## src/include/cdr_ctrl_pkg.sv

```systemverilog
package cdr_ctrl_pkg;

  // Register offsets on the serial management bus
  localparam logic [7:0] STATUS_A_OFS = 8'h06;
  localparam logic [7:0] CONTROL_A_OFS = 8'h08;
  localparam logic [7:0] MAIN_CONTROL_B_OFS = 8'h09;
  localparam logic [7:0] REF_CLOCK_POWER_OFS = 8'h0a;
  localparam logic [7:0] REF_LOCK_SETUP_OFS = 8'h0f;
  localparam logic [7:0] LOOP_CONTROL_A_OFS = 8'h10;
  localparam logic [7:0] LOOP_CONTROL_D_OFS = 8'h13;

  // Writable bit masks; everything else is reserved
  localparam logic [7:0] CONTROL_A_MASK = 8'h70;
  localparam logic [7:0] MAIN_CONTROL_B_MASK = 8'hfc;
  localparam logic [7:0] REF_CLOCK_POWER_MASK = 8'h04;
  localparam logic [7:0] REF_LOCK_SETUP_MASK = 8'h7f;
  localparam logic [7:0] LOOP_CONTROL_A_MASK = 8'h1f;
  localparam logic [7:0] LOOP_CONTROL_D_MASK = 8'h07;

  // Values after reset
  localparam logic [7:0] CONTROL_A_RST = 8'h10;
  localparam logic [7:0] MAIN_CONTROL_B_RST = 8'h00;
  localparam logic [7:0] REF_CLOCK_POWER_RST = 8'h04;
  localparam logic [7:0] REF_LOCK_SETUP_RST = 8'h00;
  localparam logic [7:0] LOOP_CONTROL_A_RST = 8'h04;
  localparam logic [7:0] LOOP_CONTROL_D_RST = 8'h00;

  // Field positions
  localparam int SOFT_RESET_BIT = 7;
  localparam int ACQ_KICK_BIT = 6;
  localparam int BYPASS_BIT = 5;
  localparam int LATCH_MODE_BIT = 4;
  localparam int SIGNAL_LOSS_POWERDOWN_BIT = 3;
  localparam int LOS_POL_BIT = 2;
  localparam int REF_PDN_BIT = 2;
  localparam int LOCK_SRC_BIT = 6;
  localparam int BAND_LSB = 4;
  localparam int DIVIDER_LSB = 0;
  localparam int EDGE_LSB = 3;
  localparam int BW_LSB = 0;
  localparam int ADAPT_SLICE_BIT = 2;
  localparam int SLEW_LSB = 0;
  localparam int MODE_LSB = 4;
  localparam int STICKY_CLR_BIT = 2;
  localparam int STAT_LOS_BIT = 5;
  localparam int STAT_LOL_BIT = 4;
  localparam int STAT_STICKY_BIT = 2;

  // Recovery mode and edge codes
  localparam logic [2:0] MODE_DATA_LOCK = 3'h1;
  localparam logic [2:0] MODE_REF_LOCK = 3'h3;
  localparam logic [1:0] EDGE_RISE_ONLY = 2'h1;
  localparam logic [1:0] EDGE_FALL_ONLY = 2'h2;

  // Bus target address; value is arbitrary
  localparam logic [6:0] DEVICE_ADDR = 7'h2a;

  // One register access from the serial engine
  typedef struct packed {
    logic wr;
    logic [7:0] addr;
    logic [7:0] data;
  } reg_req_type;

endpackage

```

## src/hdl/serial_target.sv

```systemverilog
`timescale 1ns/100ps
// Two-wire target: pointer byte, then writes or reads with auto-increment
module serial_target (
  input wire logic mclk,
  input wire logic rst,
  input wire logic scl,
  input wire logic sda_in,
  output logic sda_oe,
  output cdr_ctrl_pkg::reg_req_type req,
  output logic [7:0] rd_addr,
  input wire logic [7:0] rd_data
);

  typedef enum logic [3:0] {
    IDLE = 4'h0, ADDR = 4'h1, ACK_A = 4'h2, PTR = 4'h3, ACK_P = 4'h4,
    WDATA = 4'h5, ACK_W = 4'h6, RDATA = 4'h7, RACK = 4'h8
  } tstate_type;

  tstate_type state_q; // Byte-level position in a transfer
  logic scl_q; // Previous clock line sample
  logic sda_q; // Previous data line sample
  logic [7:0] shift_q; // Byte being received or sent
  logic [3:0] cnt_q; // Bits handled in the current byte
  logic [7:0] ptr_q; // Register pointer
  logic rd_mode_q; // Direction bit of the address byte
  logic rise, fall, start, stop;

  assign rise = scl & ~scl_q;
  assign fall = ~scl & scl_q;
  // Data edges while the clock is high frame a transfer
  assign start = scl & scl_q & sda_q & ~sda_in;
  assign stop = scl & scl_q & ~sda_q & sda_in;
  assign rd_addr = ptr_q;

  // Line history for edge detection
  always_ff @(posedge mclk) begin
    if (rst) begin
      scl_q <= 1'b1;
      sda_q <= 1'b1;
    end else begin
      scl_q <= scl;
      sda_q <= sda_in;
    end
  end

  // Transfer sequencing; oe pulls the line low
  always_ff @(posedge mclk) begin
    req.wr <= 1'b0;
    if (rst) begin
      state_q <= IDLE;
      shift_q <= 8'h00;
      cnt_q <= 4'h0;
      ptr_q <= 8'h00;
      rd_mode_q <= 1'b0;
      sda_oe <= 1'b0;
      req.addr <= 8'h00;
      req.data <= 8'h00;
    end else if (start) begin
      state_q <= ADDR;
      cnt_q <= 4'h0;
      sda_oe <= 1'b0;
    end else if (stop) begin
      state_q <= IDLE;
      sda_oe <= 1'b0;
    end else begin
      unique case (state_q)
        IDLE: begin
        end
        ADDR, PTR, WDATA: begin
          if (rise) begin
            shift_q <= {shift_q[6:0], sda_in};
            cnt_q <= cnt_q + 4'h1;
          end else if (fall && cnt_q == 4'h8) begin
            sda_oe <= 1'b1;
            if (state_q == ADDR) begin
              rd_mode_q <= shift_q[0];
              // Foreign address: stay off the bus
              if (shift_q[7:1] == cdr_ctrl_pkg::DEVICE_ADDR) begin
                state_q <= ACK_A;
              end else begin
                sda_oe <= 1'b0;
                state_q <= IDLE;
              end
            end else if (state_q == PTR) begin
              ptr_q <= shift_q;
              state_q <= ACK_P;
            end else begin
              req.wr <= 1'b1;
              req.addr <= ptr_q;
              req.data <= shift_q;
              state_q <= ACK_W;
            end
          end
        end
        ACK_A: begin
          if (fall) begin
            cnt_q <= 4'h0;
            if (rd_mode_q) begin
              shift_q <= rd_data;
              sda_oe <= ~rd_data[7];
              state_q <= RDATA;
            end else begin
              sda_oe <= 1'b0;
              state_q <= PTR;
            end
          end
        end
        ACK_P, ACK_W: begin
          if (fall) begin
            sda_oe <= 1'b0;
            cnt_q <= 4'h0;
            state_q <= WDATA;
            if (state_q == ACK_W) begin
              ptr_q <= ptr_q + 8'h01;
            end
          end
        end
        RDATA: begin
          if (rise) begin
            cnt_q <= cnt_q + 4'h1;
          end else if (fall) begin
            if (cnt_q == 4'h8) begin
              sda_oe <= 1'b0;
              ptr_q <= ptr_q + 8'h01;
              state_q <= RACK;
            end else begin
              sda_oe <= ~shift_q[6];
              shift_q <= {shift_q[6:0], 1'b0};
            end
          end
        end
        RACK: begin
          // A not-acknowledge from the host ends the read
          if (rise && sda_in) begin
            state_q <= IDLE;
          end else if (fall) begin
            shift_q <= rd_data;
            sda_oe <= ~rd_data[7];
            cnt_q <= 4'h0;
            state_q <= RDATA;
          end
        end
        default: state_q <= IDLE;
      endcase
    end
  end

endmodule

```

## src/hdl/cdr_control_registers.sv

```systemverilog
`timescale 1ns/100ps
// Contract
// - Write one then zero resets the device
// - Write one then zero starts acquisition
// - Power-down bit disables loss-of-signal detection
// - Polarity bit selects loss-of-signal pin sense
// - Reference clock enabled only when bit cleared
// - Lock check against reference or data
// - Band field selects reference frequency band
// - Ratio field encodes two to N minus one
// - Reference normalised to lowest band by shift
// - Edge field picks rising, falling or both
// - Bandwidth scales by field over four
// - Adaptive bit enables automatic slice threshold
// - Slew field sets delay loop bandwidth
// - Sticky lock-loss flag cleared by writing one
// - Mode field selects data or reference lock
module cdr_control_registers (
  input wire logic mclk,
  input wire logic rst,
  input wire logic scl,
  input wire logic sda_in,
  output logic sda_out,
  output logic sda_oe,
  input wire logic signal_loss_raw,
  input wire logic lock_loss_raw,
  output logic signal_loss_pin,
  output logic lock_loss,
  output logic signal_loss_powerdown,
  output logic soft_reset_pulse,
  output logic acquisition_kick,
  output logic recovery_bypass,
  output logic ref_clock_enable,
  output logic lock_check_vs_data,
  output logic reference_lock_mode,
  output logic data_lock_mode,
  output logic [1:0] ref_band_select,
  output logic [3:0] data_ref_divider,
  output logic [15:0] ratio_times_two,
  output logic edge_rise_en,
  output logic edge_fall_en,
  output logic [2:0] loop_bw_scale,
  output logic adaptive_slice_en,
  output logic [1:0] dll_slew
);

  cdr_ctrl_pkg::reg_req_type req; // Write strobe from the bus engine
  logic [7:0] rd_addr; // Register pointer for reads
  logic [7:0] rd_data; // Read mux result
  logic target_oe; // Engine pull-down request

  logic [7:0] control_a_q; // Recovery mode field
  logic [7:0] main_control_b_q; // Main control bits
  logic [7:0] ref_clock_power_q; // Reference clock power-down
  logic [7:0] ref_lock_setup_q; // Band, ratio and lock source
  logic [7:0] loop_control_a_q; // Edge select and bandwidth
  logic [7:0] loop_control_d_q; // Adaptive slice and slew
  logic sticky_q; // Lock loss seen since last clear
  logic soft_rst_q; // Registered software reset strobe
  logic reg_rst; // Combined reset for the register bank
  logic wr_b, wr_a, clr_sticky;

  serial_target u_target (
    .mclk(mclk),
    .rst(reg_rst),
    .scl(scl),
    .sda_in(sda_in),
    .sda_oe(target_oe),
    .req(req),
    .rd_addr(rd_addr),
    .rd_data(rd_data)
  );

  // Software reset acts one cycle after the falling write
  assign reg_rst = rst | soft_rst_q;
  assign wr_b = req.wr && req.addr == cdr_ctrl_pkg::MAIN_CONTROL_B_OFS;
  assign wr_a = req.wr && req.addr == cdr_ctrl_pkg::CONTROL_A_OFS;
  assign clr_sticky = wr_a && req.data[cdr_ctrl_pkg::STICKY_CLR_BIT];

  // Masked store keeps reserved bits at zero
  function automatic logic [7:0] masked(input logic [7:0] d,
                                        input logic [7:0] m);
    masked = d & m;
  endfunction

  // Write decode; only documented bits are stored
  always_ff @(posedge mclk) begin
    if (reg_rst) begin
      control_a_q <= cdr_ctrl_pkg::CONTROL_A_RST;
      main_control_b_q <= cdr_ctrl_pkg::MAIN_CONTROL_B_RST;
      ref_clock_power_q <= cdr_ctrl_pkg::REF_CLOCK_POWER_RST;
      ref_lock_setup_q <= cdr_ctrl_pkg::REF_LOCK_SETUP_RST;
      loop_control_a_q <= cdr_ctrl_pkg::LOOP_CONTROL_A_RST;
      loop_control_d_q <= cdr_ctrl_pkg::LOOP_CONTROL_D_RST;
    end else if (req.wr) begin
      unique case (req.addr)
        cdr_ctrl_pkg::CONTROL_A_OFS:
          control_a_q <= masked(req.data, cdr_ctrl_pkg::CONTROL_A_MASK);
        cdr_ctrl_pkg::MAIN_CONTROL_B_OFS:
          main_control_b_q <= masked(req.data,
                                     cdr_ctrl_pkg::MAIN_CONTROL_B_MASK);
        cdr_ctrl_pkg::REF_CLOCK_POWER_OFS:
          ref_clock_power_q <= masked(req.data,
                                      cdr_ctrl_pkg::REF_CLOCK_POWER_MASK);
        cdr_ctrl_pkg::REF_LOCK_SETUP_OFS:
          ref_lock_setup_q <= masked(req.data,
                                     cdr_ctrl_pkg::REF_LOCK_SETUP_MASK);
        cdr_ctrl_pkg::LOOP_CONTROL_A_OFS:
          loop_control_a_q <= masked(req.data,
                                     cdr_ctrl_pkg::LOOP_CONTROL_A_MASK);
        cdr_ctrl_pkg::LOOP_CONTROL_D_OFS:
          loop_control_d_q <= masked(req.data,
                                     cdr_ctrl_pkg::LOOP_CONTROL_D_MASK);
        default: begin
          // Unmapped pointer: write is dropped
        end
      endcase
    end
  end

  // One-then-zero sequences become single-cycle strobes
  always_ff @(posedge mclk) begin
    if (reg_rst) begin
      soft_rst_q <= 1'b0;
      soft_reset_pulse <= 1'b0;
      acquisition_kick <= 1'b0;
    end else begin
      soft_rst_q <= wr_b
        && main_control_b_q[cdr_ctrl_pkg::SOFT_RESET_BIT]
        && !req.data[cdr_ctrl_pkg::SOFT_RESET_BIT];
      soft_reset_pulse <= wr_b
        && main_control_b_q[cdr_ctrl_pkg::SOFT_RESET_BIT]
        && !req.data[cdr_ctrl_pkg::SOFT_RESET_BIT];
      acquisition_kick <= wr_b
        && main_control_b_q[cdr_ctrl_pkg::ACQ_KICK_BIT]
        && !req.data[cdr_ctrl_pkg::ACQ_KICK_BIT];
    end
  end

  // Sticky lock loss; a new event beats a clear in the same cycle
  always_ff @(posedge mclk) begin
    if (reg_rst) begin
      sticky_q <= 1'b0;
    end else if (lock_loss_raw) begin
      sticky_q <= 1'b1;
    end else if (clr_sticky) begin
      sticky_q <= 1'b0;
    end
  end

  // Read mux; unmapped pointers and reserved bits read zero
  always_comb begin
    rd_data = 8'h00;
    unique case (rd_addr)
      cdr_ctrl_pkg::STATUS_A_OFS: begin
        rd_data[cdr_ctrl_pkg::STAT_LOS_BIT] = signal_loss_raw
          & ~main_control_b_q[cdr_ctrl_pkg::SIGNAL_LOSS_POWERDOWN_BIT];
        rd_data[cdr_ctrl_pkg::STAT_LOL_BIT] = lock_loss_raw;
        rd_data[cdr_ctrl_pkg::STAT_STICKY_BIT] = sticky_q;
      end
      cdr_ctrl_pkg::CONTROL_A_OFS: rd_data = control_a_q;
      cdr_ctrl_pkg::MAIN_CONTROL_B_OFS: rd_data = main_control_b_q;
      cdr_ctrl_pkg::REF_CLOCK_POWER_OFS: rd_data = ref_clock_power_q;
      cdr_ctrl_pkg::REF_LOCK_SETUP_OFS: rd_data = ref_lock_setup_q;
      cdr_ctrl_pkg::LOOP_CONTROL_A_OFS: rd_data = loop_control_a_q;
      cdr_ctrl_pkg::LOOP_CONTROL_D_OFS: rd_data = loop_control_d_q;
      default: rd_data = 8'h00;
    endcase
  end

  // Serial line drive; the line is only ever pulled low
  always_ff @(posedge mclk) begin
    if (rst) begin
      sda_out <= 1'b0;
      sda_oe <= 1'b0;
    end else begin
      sda_out <= 1'b0;
      sda_oe <= target_oe;
    end
  end

  // Loss-of-signal and lock-loss outputs
  always_ff @(posedge mclk) begin
    if (reg_rst) begin
      signal_loss_powerdown <= 1'b0;
      signal_loss_pin <= 1'b0;
      lock_loss <= 1'b0;
    end else begin
      signal_loss_powerdown <=
        main_control_b_q[cdr_ctrl_pkg::SIGNAL_LOSS_POWERDOWN_BIT];
      // Powered-down detector reports no loss, then polarity applies
      signal_loss_pin <= (signal_loss_raw
        & ~main_control_b_q[cdr_ctrl_pkg::SIGNAL_LOSS_POWERDOWN_BIT])
        ^ main_control_b_q[cdr_ctrl_pkg::LOS_POL_BIT];
      // Latched mode holds the report until the sticky clear
      lock_loss <= main_control_b_q[cdr_ctrl_pkg::LATCH_MODE_BIT]
        ? (sticky_q | lock_loss_raw) : lock_loss_raw;
    end
  end

  // Recovery path and reference-lock controls
  always_ff @(posedge mclk) begin
    if (reg_rst) begin
      recovery_bypass <= 1'b0;
      ref_clock_enable <= 1'b0;
      lock_check_vs_data <= 1'b0;
      reference_lock_mode <= 1'b0;
      data_lock_mode <= 1'b0;
      ref_band_select <= 2'h0;
      data_ref_divider <= 4'h0;
      ratio_times_two <= 16'h0001;
    end else begin
      recovery_bypass <= main_control_b_q[cdr_ctrl_pkg::BYPASS_BIT];
      ref_clock_enable <=
        ~ref_clock_power_q[cdr_ctrl_pkg::REF_PDN_BIT];
      lock_check_vs_data <=
        ref_lock_setup_q[cdr_ctrl_pkg::LOCK_SRC_BIT];
      reference_lock_mode <= control_a_q[cdr_ctrl_pkg::MODE_LSB +: 3]
        == cdr_ctrl_pkg::MODE_REF_LOCK;
      data_lock_mode <= control_a_q[cdr_ctrl_pkg::MODE_LSB +: 3]
        == cdr_ctrl_pkg::MODE_DATA_LOCK;
      // Band code is also the shift that normalises the reference
      ref_band_select <=
        ref_lock_setup_q[cdr_ctrl_pkg::BAND_LSB +: 2];
      data_ref_divider <=
        ref_lock_setup_q[cdr_ctrl_pkg::DIVIDER_LSB +: 4];
      // Ratio in halves avoids a fraction for code zero
      ratio_times_two <= 16'h0001
        << ref_lock_setup_q[cdr_ctrl_pkg::DIVIDER_LSB +: 4];
    end
  end

  // Loop tuning outputs
  always_ff @(posedge mclk) begin
    if (reg_rst) begin
      edge_rise_en <= 1'b1;
      edge_fall_en <= 1'b1;
      loop_bw_scale <= 3'h4;
      adaptive_slice_en <= 1'b0;
      dll_slew <= 2'h0;
    end else begin
      edge_rise_en <= loop_control_a_q[cdr_ctrl_pkg::EDGE_LSB +: 2]
        != cdr_ctrl_pkg::EDGE_FALL_ONLY;
      edge_fall_en <= loop_control_a_q[cdr_ctrl_pkg::EDGE_LSB +: 2]
        != cdr_ctrl_pkg::EDGE_RISE_ONLY;
      loop_bw_scale <= loop_control_a_q[cdr_ctrl_pkg::BW_LSB +: 3];
      adaptive_slice_en <=
        loop_control_d_q[cdr_ctrl_pkg::ADAPT_SLICE_BIT];
      dll_slew <= loop_control_d_q[cdr_ctrl_pkg::SLEW_LSB +: 2];
    end
  end

endmodule

```

## config.mk

```make
export PLATFORM = sky130hd
export DESIGN_NAME = cdr_control_registers
export DESIGN_NICKNAME = d
export VERILOG_FILES = /design/src/include/cdr_ctrl_pkg.sv /design/src/hdl/serial_target.sv /design/src/hdl/cdr_control_registers.sv
export SDC_FILE = /design/constraint.sdc
export NUM_CORES = 1
export LEC_CHECK = 0
export BUFFER_PORTS_ARGS = -buffer_cell sky130_fd_sc_hd__buf_2
export CAP_MARGIN = 40
export CELL_PAD_IN_SITES_DETAIL_PLACEMENT = 1
export CELL_PAD_IN_SITES_GLOBAL_PLACEMENT = 1
export CORE_MARGIN = 2
export CORE_UTILIZATION = 29
export CTS_CLUSTER_DIAMETER = 40
export DETAILED_ROUTE_END_ITERATION = 6
export HOLD_SLACK_MARGIN = 0.05
export PLACE_DENSITY = 0.63
export REMOVE_ABC_BUFFERS = 1
export SLEW_MARGIN = 25
export SYNTH_ARGS = -nofsm -noshare
export SYNTH_HDL_FRONTEND = slang
export SYNTH_HIERARCHICAL = 1
export SYNTH_SLANG_ARGS = --single-unit
```

## constraint.sdc

```tcl
create_clock -name mclk -period 2.9 [get_ports mclk]
set_input_delay 0.29 -clock mclk [delete_from_list [all_inputs] [get_ports mclk]]
set_output_delay 0.29 -clock mclk [all_outputs]
set_load 0.02 [all_outputs]
```

Yosys cells after proc, flatten, opt, wreduce, memory -nomap -nowiden
Index checks and enable logic that the tools add are counted.
W data, S select, Z words.

word-level totals
  memory bits (read-only) = 0
  register bits = 112
  bits in latches = 0
  bits in writable memories = 0
  memories kept = 0
  input port bits = 6

cells by class
  reductions and logical operators = 38
  multiplexer cells = 61
  multipliers = 0
  shifts and indexed selects = 1
  equality and inequality tests = 53
  bitwise gates (word level) = 27
  $add $sub $neg = 2
  divide/modulo/power cells = 0
  magnitude comparators = 0

operators with widths
  cell                    number
  $mux W8                 17
  $eq A8 B4 Y1 const B    8
  $mux W4                 13
  $eq A8 B5 Y1 const B    4
  $pmux W8 S4             1
  $reduce_and A9 Y1       3
  $ne A2 B1 Y1 const B    12
  $pmux W4 S6             1
  $pmux W8 S3             1
  $ne A4 B1 Y1 const B    5
  $mux W1                 17
  $mux W17                1
  $eq A4 B3 Y1 const B    4
  $not A1 Y1              16
  $shl A1 B4 Y16 const A  1
  $ne A2 B2 Y1 const B    6
  $pmux W2 S3             2
  $pmux W4 S3             1
  $reduce_and A12 Y1      1
  $reduce_and A2 Y1       6
  $reduce_and A11 Y1      1
  $pmux W2 S5             1
  $logic_and A1 B1 Y1     9
  $reduce_or A3 Y1        3
  32 further kinds        48

Logic depth before layout (Yosys ltp)
Gate-level depths: netlist (run 1).

  word-level depth = 8
  gate-level depth with buffers = 9
  depth with buffers taken out = 7

Hierarchy
The synthesis (run 1) kept the hierarchy.

modules (own cells, without submodules)
  module                 area an instance (µm²)  instances  cells an instance
  cdr_control_registers  2516.2                  1          233
  serial_target          2476.1                  1          296

Worst setup path after synthesis (run 1)
Ideal clock, no wire load.

  path type = register to register
  start = register u_target.cnt_q[0]
  end = register u_target.shift_q[6]
  stages on the path, launching flop included = 9
  clock period less this slack = 2072 ps
  arrival = 2002 ps
  slack = 828 ps
  cells stage by stage = dfxtp_1 > inv_1 > ha_1 > nand3b_1 > o21ai_0 > or4_4 > buf_6 > or3_1 > a21oi_1

between the ends
  word-level cells in the longest chain between the ends = 3

RTL lines
  what                          line                  source
  start: declaration            serial_target.sv:23   logic [3:0] cnt_q;
  start signal: assignment      serial_target.sv:72   cnt_q <= cnt_q + 4'h1;
  start signal: assignment      serial_target.sv:120  cnt_q <= cnt_q + 4'h1;
  $eq A4 B4 Y1                  serial_target.sv:122  if (cnt_q == 4'h8) begin
  $ne A2 B2 Y1 (no line)        -
  $reduce_and A11 Y1 (no line)  -
  end signal: assignment        serial_target.sv:99   shift_q <= rd_data;
  end signal: assignment        serial_target.sv:128  shift_q <= {shift_q[6:0], 1'b0};
  end signal: assignment        serial_target.sv:137  shift_q <= rd_data;
  end: declaration              serial_target.sv:22   logic [7:0] shift_q;

Every way passes these cells.
A chain may end at the register's enable or synchronous reset.

Final worst setup path (run 1)
  start = register u_target.cnt_q[0]
  end = register u_target.shift_q[5]

Same word-level chain as after synthesis.

==> results.tsv, run 1 <==
stage	metric	value	unit
routing	Metal-1 WL	6010	um
layout	layout cells sized above 1	18.3	%
clock_network	TritonCTS Buffers	9	
yosys	Seq/Total Area, Yosys	44.9	%
clock_network	cts repair resizes	0	
routing	ANT nets after route	0	
layout	leading cell types in the layout, fill and taps excluded	dfxtp_1 (112), nor2_1 (69), mux2i_1 (51)	
timing	Fmax	431	MHz
worst_hold_path	hold path startpoint	rst	
pwr	PD cells	509	nW/um^2
setup_path	CP endpoint kind	register	
timing	RSZ-0062 raised after global routing	false	
floorplan	die area	18300	um^2
placement	Port Buf Inserts	46	
timing	Hold Vio Cnt, Final	0	
placement	Placement Cell Area	5400	um^2
routing	wire per inst	17.2	um
yosys	Syn Std Cell Area	4990	um^2
clock_network	Post-CTS Hold Fix Bufs	0	
grt	Total GRT Usage	15.7	%
floorplan	core footprint	16700	um^2
floorplan	Rows	47	
timing	hold_ws	0.110	ns
grt	initial antenna violation count	0	
worst_hold_path	hold depth	2	
routing	met2 WL	6590	um
timing	setup_tns	0	ns
placement	GPL Wtd Cong	0.846	
setup_path	Worst R2R Path Depth	7	
routing	initial drt markers	311	
timing	Max Slew Vio Count	0	
yosys	number of synthesized flops with an enable pin	0	
pwr	Max VDD drop	0.000267	V
yosys	post-synthesis register bit count	112	
worst_hold_path	hold path endpoint	sda_oe	
routing	via count	4050	
layout	commonest non-fill, non-tap cell in the layout	dfxtp_1	
setup_path	CP arrival	2.62	ns
layout	Area growth syn-to-layout	13.8	%
pwr	Leak	2.32	nW
grt	largest net degree at the start of global routing	30	
grt	first-pass GRT wire length	22300	um
yosys	syn_area_per_cell	9.44	um^2
clock_network	CTS tree	built	
run	max cap viols	0	
yosys	unique cell type count in the Yosys netlist	75	
setup_path	RR Endpoint	u_target/shift_q[5]	
routing	top routing layer in use	met4	
clock_network	clock slew at reported path FFs	0.08	ns
setup_path	CP required	3.20	ns
clock_network	H-tree depth	3	
layout	final core utilization	34.0	%
clock_network	postcts setup bufs	0	
timing	Slew headroom	58.1	%
timing	Final Cycle Share	80.1	%
floorplan	Initial Utilization	29.9	%
setup_path	Setup CP Type	reg2reg	
timing	# setup viols final	0	
layout	ant diodes	0	
grt	vias in the first global route	4122	
worst_hold_path	Worst Hold Class	in2reg	
layout	layout net count	571	
yosys	FFs w/ async S/R, synth	0	%
yosys	YS warnings	6	
setup_path	RR Startpoint	u_target/cnt_q[0]	
floorplan	io pins	48	
timing	Final min period	2.32	ns
clock_network	clock buffer depth	2	
placement	Post-DP HPWL	9800	um
timing	clk_skew	0.00924	ns
routing	routed wl met3	614	um
timing	Worst Tran Pin Value	0.626	ns
setup_path	Worst Path Max Fanout	16	
clock_network	Root Driver	clkbuf_16	
clock_network	Worst-Skew Late Latency	0.36	ns
grt	global route overflow	0	
setup_path	CP startpoint kind	register	
routing	vias per inst	5.15	
routing	routed wire length	13500	um
floorplan	die width	135	um
run_status	outcome	finished clean	
yosys	predominant post-synthesis flop cell	dfxtp_1	
layout	post-route cell area	5680	um^2
routing	first drt pass iteration count	4	
routing	post-route DRC violation count	0	
floorplan	Die Y	135	um
setup_path	FF-to-FF setup slack	0.58	ns
yosys	Synth Instances	529	
clock_network	clk sink count	112	
-- Yosys cell counts, types with 4 or more instances --
cell type / instances / share of area, %
a211oi_1: 6 / 0.90
a21oi_1: 28 / 2.8
a221o_1: 6 / 1.2
a22oi_1: 5 / 0.75
and2_1: 20 / 2.5
and3_1: 8 / 1.0
buf_2: 9 / 0.90
clkbuf_1: 17 / 1.3
dfxtp_1: 112 / 45
inv_1: 9 / 0.68
mux2i_1: 51 / 10
nand2_1: 16 / 1.2
nand2b_1: 9 / 1.1
nand3_1: 9 / 0.90
nand3b_1: 8 / 1.2
nor2_1: 69 / 5.2
nor2b_1: 9 / 1.1
nor3_1: 17 / 1.7
o21ai_0: 23 / 2.3
or3_1: 7 / 0.88
or3_2: 4 / 0.60
-- power by group --
part / internal [mW] / total, mW / switching (mW)
sequential: 1.54 / 1.55 / 0.00766
clock: 0.602 / 1.21 / 0.612
combinational: 0.0393 / 0.128 / 0.0883
-- per-layer routing --
metal	track usage, %	up-vias
li1	-	1960
met1	19.3	1982
met2	26.9	89
met3	2.88	19
met4	6.89	0
met5	0	-
-- registers in the layout (all words and copies together), names as in the netlist, 2 cells and up --
signal and count:
control_a_q 3, data_ref_divider 4, dll_slew 2, loop_bw_scale 3, loop_control_a_q 5, loop_control_d_q 3
main_control_b_q 6, ratio_times_two 16, ref_band_select 2, ref_lock_setup_q 7, u_target/cnt_q 4, u_target/rd_addr 8
u_target/req 17, u_target/shift_q 8, u_target/state_q 4
-- through the flow --
step,setup WS [ns],power (mW),cells
2_1_floorplan,0.382,1.67,496
3_3_place_gp,0.647,1.71,771
3_5_place_dp,0.596,1.72,771
4_1_cts,0.569,2.93,787
5_1_grt,0.405,3.01,787
6_report,0.578,2.89,787
-- cell families after synthesis --
kind of cell	share of synthesized area [%]
multiplexers	10.9
adder cells (fa/ha/maj)	0.752
AO/OA/AOI/OAI	12.6
XOR/XNOR	0.677
buffers and inverters	4.06
AND/OR/NAND/NOR	26.0
other	0.0751
flip-flops	44.9
-- critical path, cell delays in order (launching register included) --
cell and delay [ns]:
dfxtp_1 0.39, inv_1 0.06, ha_1 0.21, nand3b_1 0.21, o21ai_0 0.14, or4_4 0.59, or3_2 0.50, a21oi_1 0.16
-- cell type report --
type,instances,area (um^2)
clock buffers,9,225
multi-input cells,375,2550
inverters,9,33.8
flip-flops and latches,112,2240
well taps,220,275
fillers,1951,11000
clock inverters,7,58.8
repair buffers,55,298
-- how the worst max path moves through the flow --
stage	end	start	depth (start not counted)	slack [ns]
global placement	u_target/shift_q[3]	u_target/cnt_q[0]	7	0.65
finish	u_target/shift_q[5]	u_target/cnt_q[0]	7	0.58
global route	u_target/shift_q[5]	u_target/cnt_q[0]	7	0.41
CTS	u_target/shift_q[4]	u_target/cnt_q[0]	7	0.57
floorplan	u_target/req[16]	soft_rst_q	4	0.38
detailed placement	u_target/shift_q[4]	u_target/cnt_q[0]	7	0.60
Note: power is estimated with default switching activity, not from simulation.
==> run 2, diff against run 1 <==
- PLACE_DENSITY: 0.63 -> 0.65
- clock period: 2.9 -> 2 ns (I/O delays scaled with it)
==> results.tsv, run 2 (synthesis gave the netlist of run 1 again) <==
stage	metric	value	unit
run_status	outcome	finished, violations left	
run_status	violated checks	setup timing	
floorplan	Initial Utilization	29.9	%
layout	max reg flops	17	
setup_path	Worst path depth	9	
run	max cap viols	0	
grt	global route overflow	0	
setup_path	CP required	2.24	ns
floorplan	core footprint	16700	um^2
timing	Worst Tran Pin Value	0.513	ns
routing	vias per inst	5.03	
floorplan	die width	135	um
clock_network	clk sink count	112	
layout	ant diodes	0	
grt	first-pass GRT wire length	22700	um
setup_path	CP arrival	2.31	ns
routing	wire per inst	16.8	um
layout	commonest non-fill, non-tap cell in the layout	dfxtp_1	
clock_network	H-tree depth	3	
timing	Final Cycle Share	103	%
routing	via count	4233	
grt	Total GRT Usage	15.9	%
clock_network	clock buffer depth	2	
layout	Layout Cells excl Fill	841	
placement	GPL Wtd Cong	0.880	
routing	post-route DRC violation count	0	
timing	Max Slew Vio Count	0	
clock_network	Root Driver	clkbuf_16	
grt	largest net degree at the start of global routing	23	
setup_path	CP startpoint kind	register	
setup_path	RR Startpoint	u_target/cnt_q[1]	
placement	placed cells	816	
floorplan	die area	18300	um^2
timing	RSZ-0062 raised after global routing	true	
setup_path	Worst R2R Path Depth	9	
routing	initial drt markers	235	
layout	layout net count	625	
timing	Final WS setup	-0.0674	ns
timing	Fmax	484	MHz
setup_path	FF-to-FF setup slack	-0.07	ns
placement	Post-DP HPWL	10300	um
floorplan	Die Y	135	um
layout	leading cell types in the layout, fill and taps excluded	dfxtp_1 (107), nor2_1 (68), buf_4 (57)	
setup_path	CP endpoint kind	register	
layout	largest registers	u_target/req x17, ratio_times_two x16	
layout	layout cells sized above 1	28.7	%
setup_path	CP max stage cell	or4_4	
setup_path	crit-path cells	inv_2 -> ha_4 -> nand3b_1 -> o21ai_1 -> or4_4 -> buf_6 -> buf_4 -> o21ai_0 -> a21oi_2	
floorplan	Rows	47	
placement	pre-CTS WS	-0.181	ns
pwr	Leak	2.62	nW
setup_path	Setup CP Type	reg2reg	
timing	hold_ws	0.124	ns
grt	initial antenna violation count	1	
timing	# setup viols final	7	
layout	post-route cell area	6270	um^2
setup_path	Top delay family on crit path	simple AND/OR/NAND/NOR gates	
floorplan	io pins	48	
setup_path	RR Endpoint	u_target/shift_q[5]	
setup_path	WP buf/inv	3	
grt	vias in the first global route	4353	
timing	Final min period	2.07	ns
routing	routed wire length	14100	um
placement	Placement Cell Area	5730	um^2
clock_network	CTS tree	built	
clock_network	TritonCTS Buffers	9	
setup_path	Largest stage delay, worst path	0.60	ns
layout	Area growth syn-to-layout	25.7	%
clock_network	clock slew at reported path FFs	0.08	ns
placement	Port Buf Inserts	46	
pwr	PD cells	697	nW/um^2
setup_path	Worst Setup EP	u_target/shift_q[5]	
routing	first drt pass iteration count	4	
pwr	Max VDD drop	0.000414	V
timing	Slew headroom	65.8	%
setup_path	Worst Setup SP	u_target/cnt_q[1]	
clock_network	Worst-Skew Late Latency	0.36	ns
timing	clk_skew	0.00649	ns
setup_path	Worst Path Max Fanout	8	
routing	ANT nets after route	0	
layout	final core utilization	37.6	%
worst_hold_path	Worst Hold Class	in2reg	
timing	Hold Vio Cnt, Final	0	
layout	Most flops, register	u_target/req	
[run 2: worst min path at each step]
stage,start,end,slack [ns],cells past startpoint
after CTS,lock_loss_raw,lock_loss,0.12,3
after detailed placement,rst,sda_oe,0.39,2
after floorplan,rst,sda_oe,0.27,1
after global routing,lock_loss_raw,lock_loss,0.14,3
final,lock_loss_raw,sticky_q,0.12,3
after global placement,rst,sda_oe,0.39,2
[run 2: metrics by stage]
step | setup TNS [ns] | power, mW
2_1_floorplan | -12.04 | 2.42
3_3_place_gp | -0.229 | 2.51
3_5_place_dp | -0.723 | 2.51
4_1_cts | -0.0721 | 4.42
5_1_grt | -1.02 | 4.54
6_report | -0.223 | 4.37
[run 2: metal layers]
layer  up-vias  GRT usage [%]  wire length [um]
li1       2072              -                 -
met1      2077           19.8              6610
met2        65           27.3              6770
met3        17           3.37               479
met4         2           5.27               260
met5         -              0                 8
[run 2: timing repair]
action / in CTS / in global routing
cloned: 0 / 1
pin swaps: 5 / 15
setup endpoints to repair: 9 / 36
hold buffers: 1 / 0
hold endpoints to repair: 2 / 0
setup buffers: 5 / 2
resized for setup: 23 / 23
[run 2: power breakdown]
part / internal [mW] / total [mW] / switching (mW)
Sequential: 2.24 / 2.25 / 0.0111
Clock: 1.00 / 1.89 / 0.889
Combinational: 0.0903 / 0.233 / 0.143
Total: 3.33 / 4.37 / 1.04
[run 2: cell type report]
cell class | count | area (um^2)
clock buffers | 9 | 225
well taps | 220 | 275
inverters | 9 | 33.8
repair buffers | 109 | 728
fillers | 1953 | 10400
clock inverters | 7 | 83.8
multi-input cells | 375 | 2670
flip-flops and latches | 112 | 2250
[run 2: worst register-to-register path, stage by stage, from the launching register on]
cell	delay, ns
dfxtp_2	0.34
inv_2	0.04
ha_4	0.15
nand3b_1	0.13
o21ai_1	0.08
or4_4	0.60
buf_6	0.16
buf_4	0.13
o21ai_0	0.23
a21oi_2	0.08
==> run 3, diff against run 2 <==
- BUFFER_PORTS_ARGS: -buffer_cell sky130_fd_sc_hd__buf_2 -> default
- DONT_BUFFER_PORTS: default -> 1
- PLACE_DENSITY: 0.65 -> 0.61
==> results.tsv, run 3 (synthesis gave the netlist of run 1 again) <==
stage	metric	value	unit
floorplan	Rows	47	
timing	# setup viols final	3	
layout	commonest non-fill, non-tap cell in the layout	dfxtp_1	
grt	largest net degree at the start of global routing	26	
clock_network	Worst-Skew Late Latency	0.37	ns
setup_path	WP buf/inv	1	
layout	layout net count	589	
floorplan	core footprint	16700	um^2
grt	Total GRT Usage	16.6	%
pwr	Leak	2.44	nW
grt	vias in the first global route	4193	
routing	initial drt markers	239	
grt	GR Util met3	2.54	%
placement	Port Buf Inserts	0	
grt	met2 Use GR	27.3	%
routing	post-route DRC violation count	0	
routing	vias per inst	5.17	
layout	leading cell types in the layout, fill and taps excluded	dfxtp_1 (106), nor2_1 (68), buf_4 (63)	
floorplan	die area	18300	um^2
clock_network	clock slew at reported path FFs	0.08	ns
placement	GPL Wtd Cong	0.868	
clock_network	H-tree depth	3	
timing	Fmax	491	MHz
setup_path	CP required	2.30	ns
setup_path	Worst Path Max Fanout	21	
clock_network	Root Driver	clkbuf_16	
run	max cap viols	0	
pwr	PD cells	699	nW/um^2
timing	clk_skew	0.00898	ns
grt	met1 usage	21.5	%
layout	max reg flops	17	
worst_hold_path	hold depth	2	
placement	Post-DP HPWL	10800	um
timing	Hold Vio Cnt, Final	0	
run_status	outcome	finished, violations left	
timing	Final min period	2.04	ns
layout	ant diodes	0	
floorplan	io pins	48	
layout	Layout Cells excl Fill	805	
worst_hold_path	hold path endpoint	u_target/req[16]	
floorplan	die width	135	um
setup_path	CP startpoint kind	register	
layout	Area growth syn-to-layout	22.2	%
setup_path	Top delay family on crit path	simple AND/OR/NAND/NOR gates	
timing	Final Cycle Share	102	%
floorplan	Initial Utilization	29.9	%
setup_path	crit-path cells	buf_12 -> nand2b_1 -> a31oi_1 -> o221a_2 -> or3_2 -> a21oi_2	
setup_path	CP max stage cell	or3_2	
setup_path	Setup CP Type	reg2reg	
floorplan	Die Y	135	um
clock_network	clock buffer depth	2	
clock_network	TritonCTS Buffers	9	
grt	most used routing layer	met2	
setup_path	CP arrival	2.34	ns
timing	Final WS setup	-0.0384	ns
clock_network	clk sink count	112	
layout	layout cells sized above 1	23.6	%
pwr	Total Power	4.26	mW
routing	first drt pass iteration count	4	
setup_path	CP endpoint kind	register	
placement	placed cells	774	
routing	wire per inst	18.2	um
timing	Worst Tran Pin Value	0.585	ns
setup_path	Largest stage delay, worst path	0.50	ns
timing	Slew headroom	61.0	%
worst_hold_path	hold path startpoint	scl	
layout	Most flops, register	u_target/req	
routing	via count	4158	
worst_hold_path	Worst Hold Class	in2reg	
timing	RSZ-0062 raised after global routing	true	
timing	Max Slew Vio Count	0	
setup_path	Worst R2R Path Depth	6	
pwr	Max VDD drop	0.000469	V
grt	initial antenna violation count	0	
layout	largest registers	u_target/req x17, ratio_times_two x16	
setup_path	RR Startpoint	u_target/state_q[3]	
run_status	violated checks	setup timing	
grt	first-pass GRT wire length	23500	um
routing	routed wire length	14600	um
routing	ANT nets after route	0	
setup_path	FF-to-FF setup slack	-0.04	ns
setup_path	RR Endpoint	u_target/shift_q[3]	
clock_network	CTS tree	built	
grt	global route overflow	0	
[run 3: changes by cell type in the layout (fill, tap and decap cells not counted), moves of 2 or more]
cell / before / now
buf_12: 0 / 2
buf_2: 46 / 1
dlygate4sd3_1: 1 / 4
or3_2: 0 / 3
dfxtp_4: 2 / 0
nor3_1: 14 / 16
o21ai_1: 6 / 3
o21ai_0: 17 / 20
buf_4: 57 / 63
or3_4: 4 / 1
dfxtp_2: 3 / 6
[run 3: layout make-up]
class | instances | area [um^2]
inverter | 9 | 33.8
timing repair buffer | 73 | 592
fill | 1915 | 10600
tap | 220 | 275
sequential | 112 | 2250
clock inverter | 7 | 66.3
clock buffer | 9 | 225
multi-input combinational | 375 | 2660
[run 3: timing repair]
action,4_1_cts,5_1_grt
endpoints found under the setup margin,8,17
pin swaps,11,3
hold endpoints to repair,6,0
gates cloned,0,1
gates resized for setup,23,14
buffers inserted,6,4
hold buffers,4,0
[run 3: stage by stage]
step	setup TNS [ns]	hold slack, ns	setup WS [ns]	util, %	instance area (um^2)
after floorplan	-12.04	0.272	-0.518	-	4820
after CTS	-0.0465	0.0924	-0.0215	36.0	6020
after global placement	-0.121	0.273	-0.0315	33.3	5560
after detailed placement	-0.402	0.277	-0.102	33.3	5560
after global routing	-0.523	0.115	-0.112	36.5	6100
final	-0.0536	0.110	-0.0384	36.5	6100
[run 3: worst max-delay path by stage]
| stage | slack [ns] | endpoint | depth (start not counted) | from |
|---|---|---|---|---|
| detailed placement | -0.10 | u_target/shift_q[5] | 7 | u_target/cnt_q[0] |
| global route | -0.11 | u_target/shift_q[0] | 7 | u_target/rd_addr[2] |
| global placement | -0.03 | u_target/shift_q[2] | 7 | u_target/cnt_q[0] |
| finish | -0.04 | u_target/shift_q[3] | 6 | u_target/state_q[3] |
| floorplan | -0.52 | u_target/req[16] | 4 | soft_rst_q |
| CTS | -0.02 | u_target/shift_q[0] | 9 | u_target/cnt_q[1] |
[run 3: report_power, final]
part           switching (mW)  total, mW  internal [mW]
combinational           0.138      0.229         0.0907
sequential             0.0151       2.25           2.24
clock                   0.906       1.78          0.872
total                    1.06       4.26           3.20
[run 3: routing by layer]
metal | wire length (um) | vias up
met5 | 0 | -
met4 | 397 | 0
met3 | 379 | 21
met2 | 6990 | 60
met1 | 6880 | 2078
li1 | - | 1999
[run 3: worst register-to-register path, cell delays in order, from the launching register on]
cell      delay, ns
dfxtp_1        0.42
buf_12         0.19
nand2b_1       0.22
a31oi_1        0.09
o221a_2        0.40
or3_2          0.51
a21oi_2        0.14
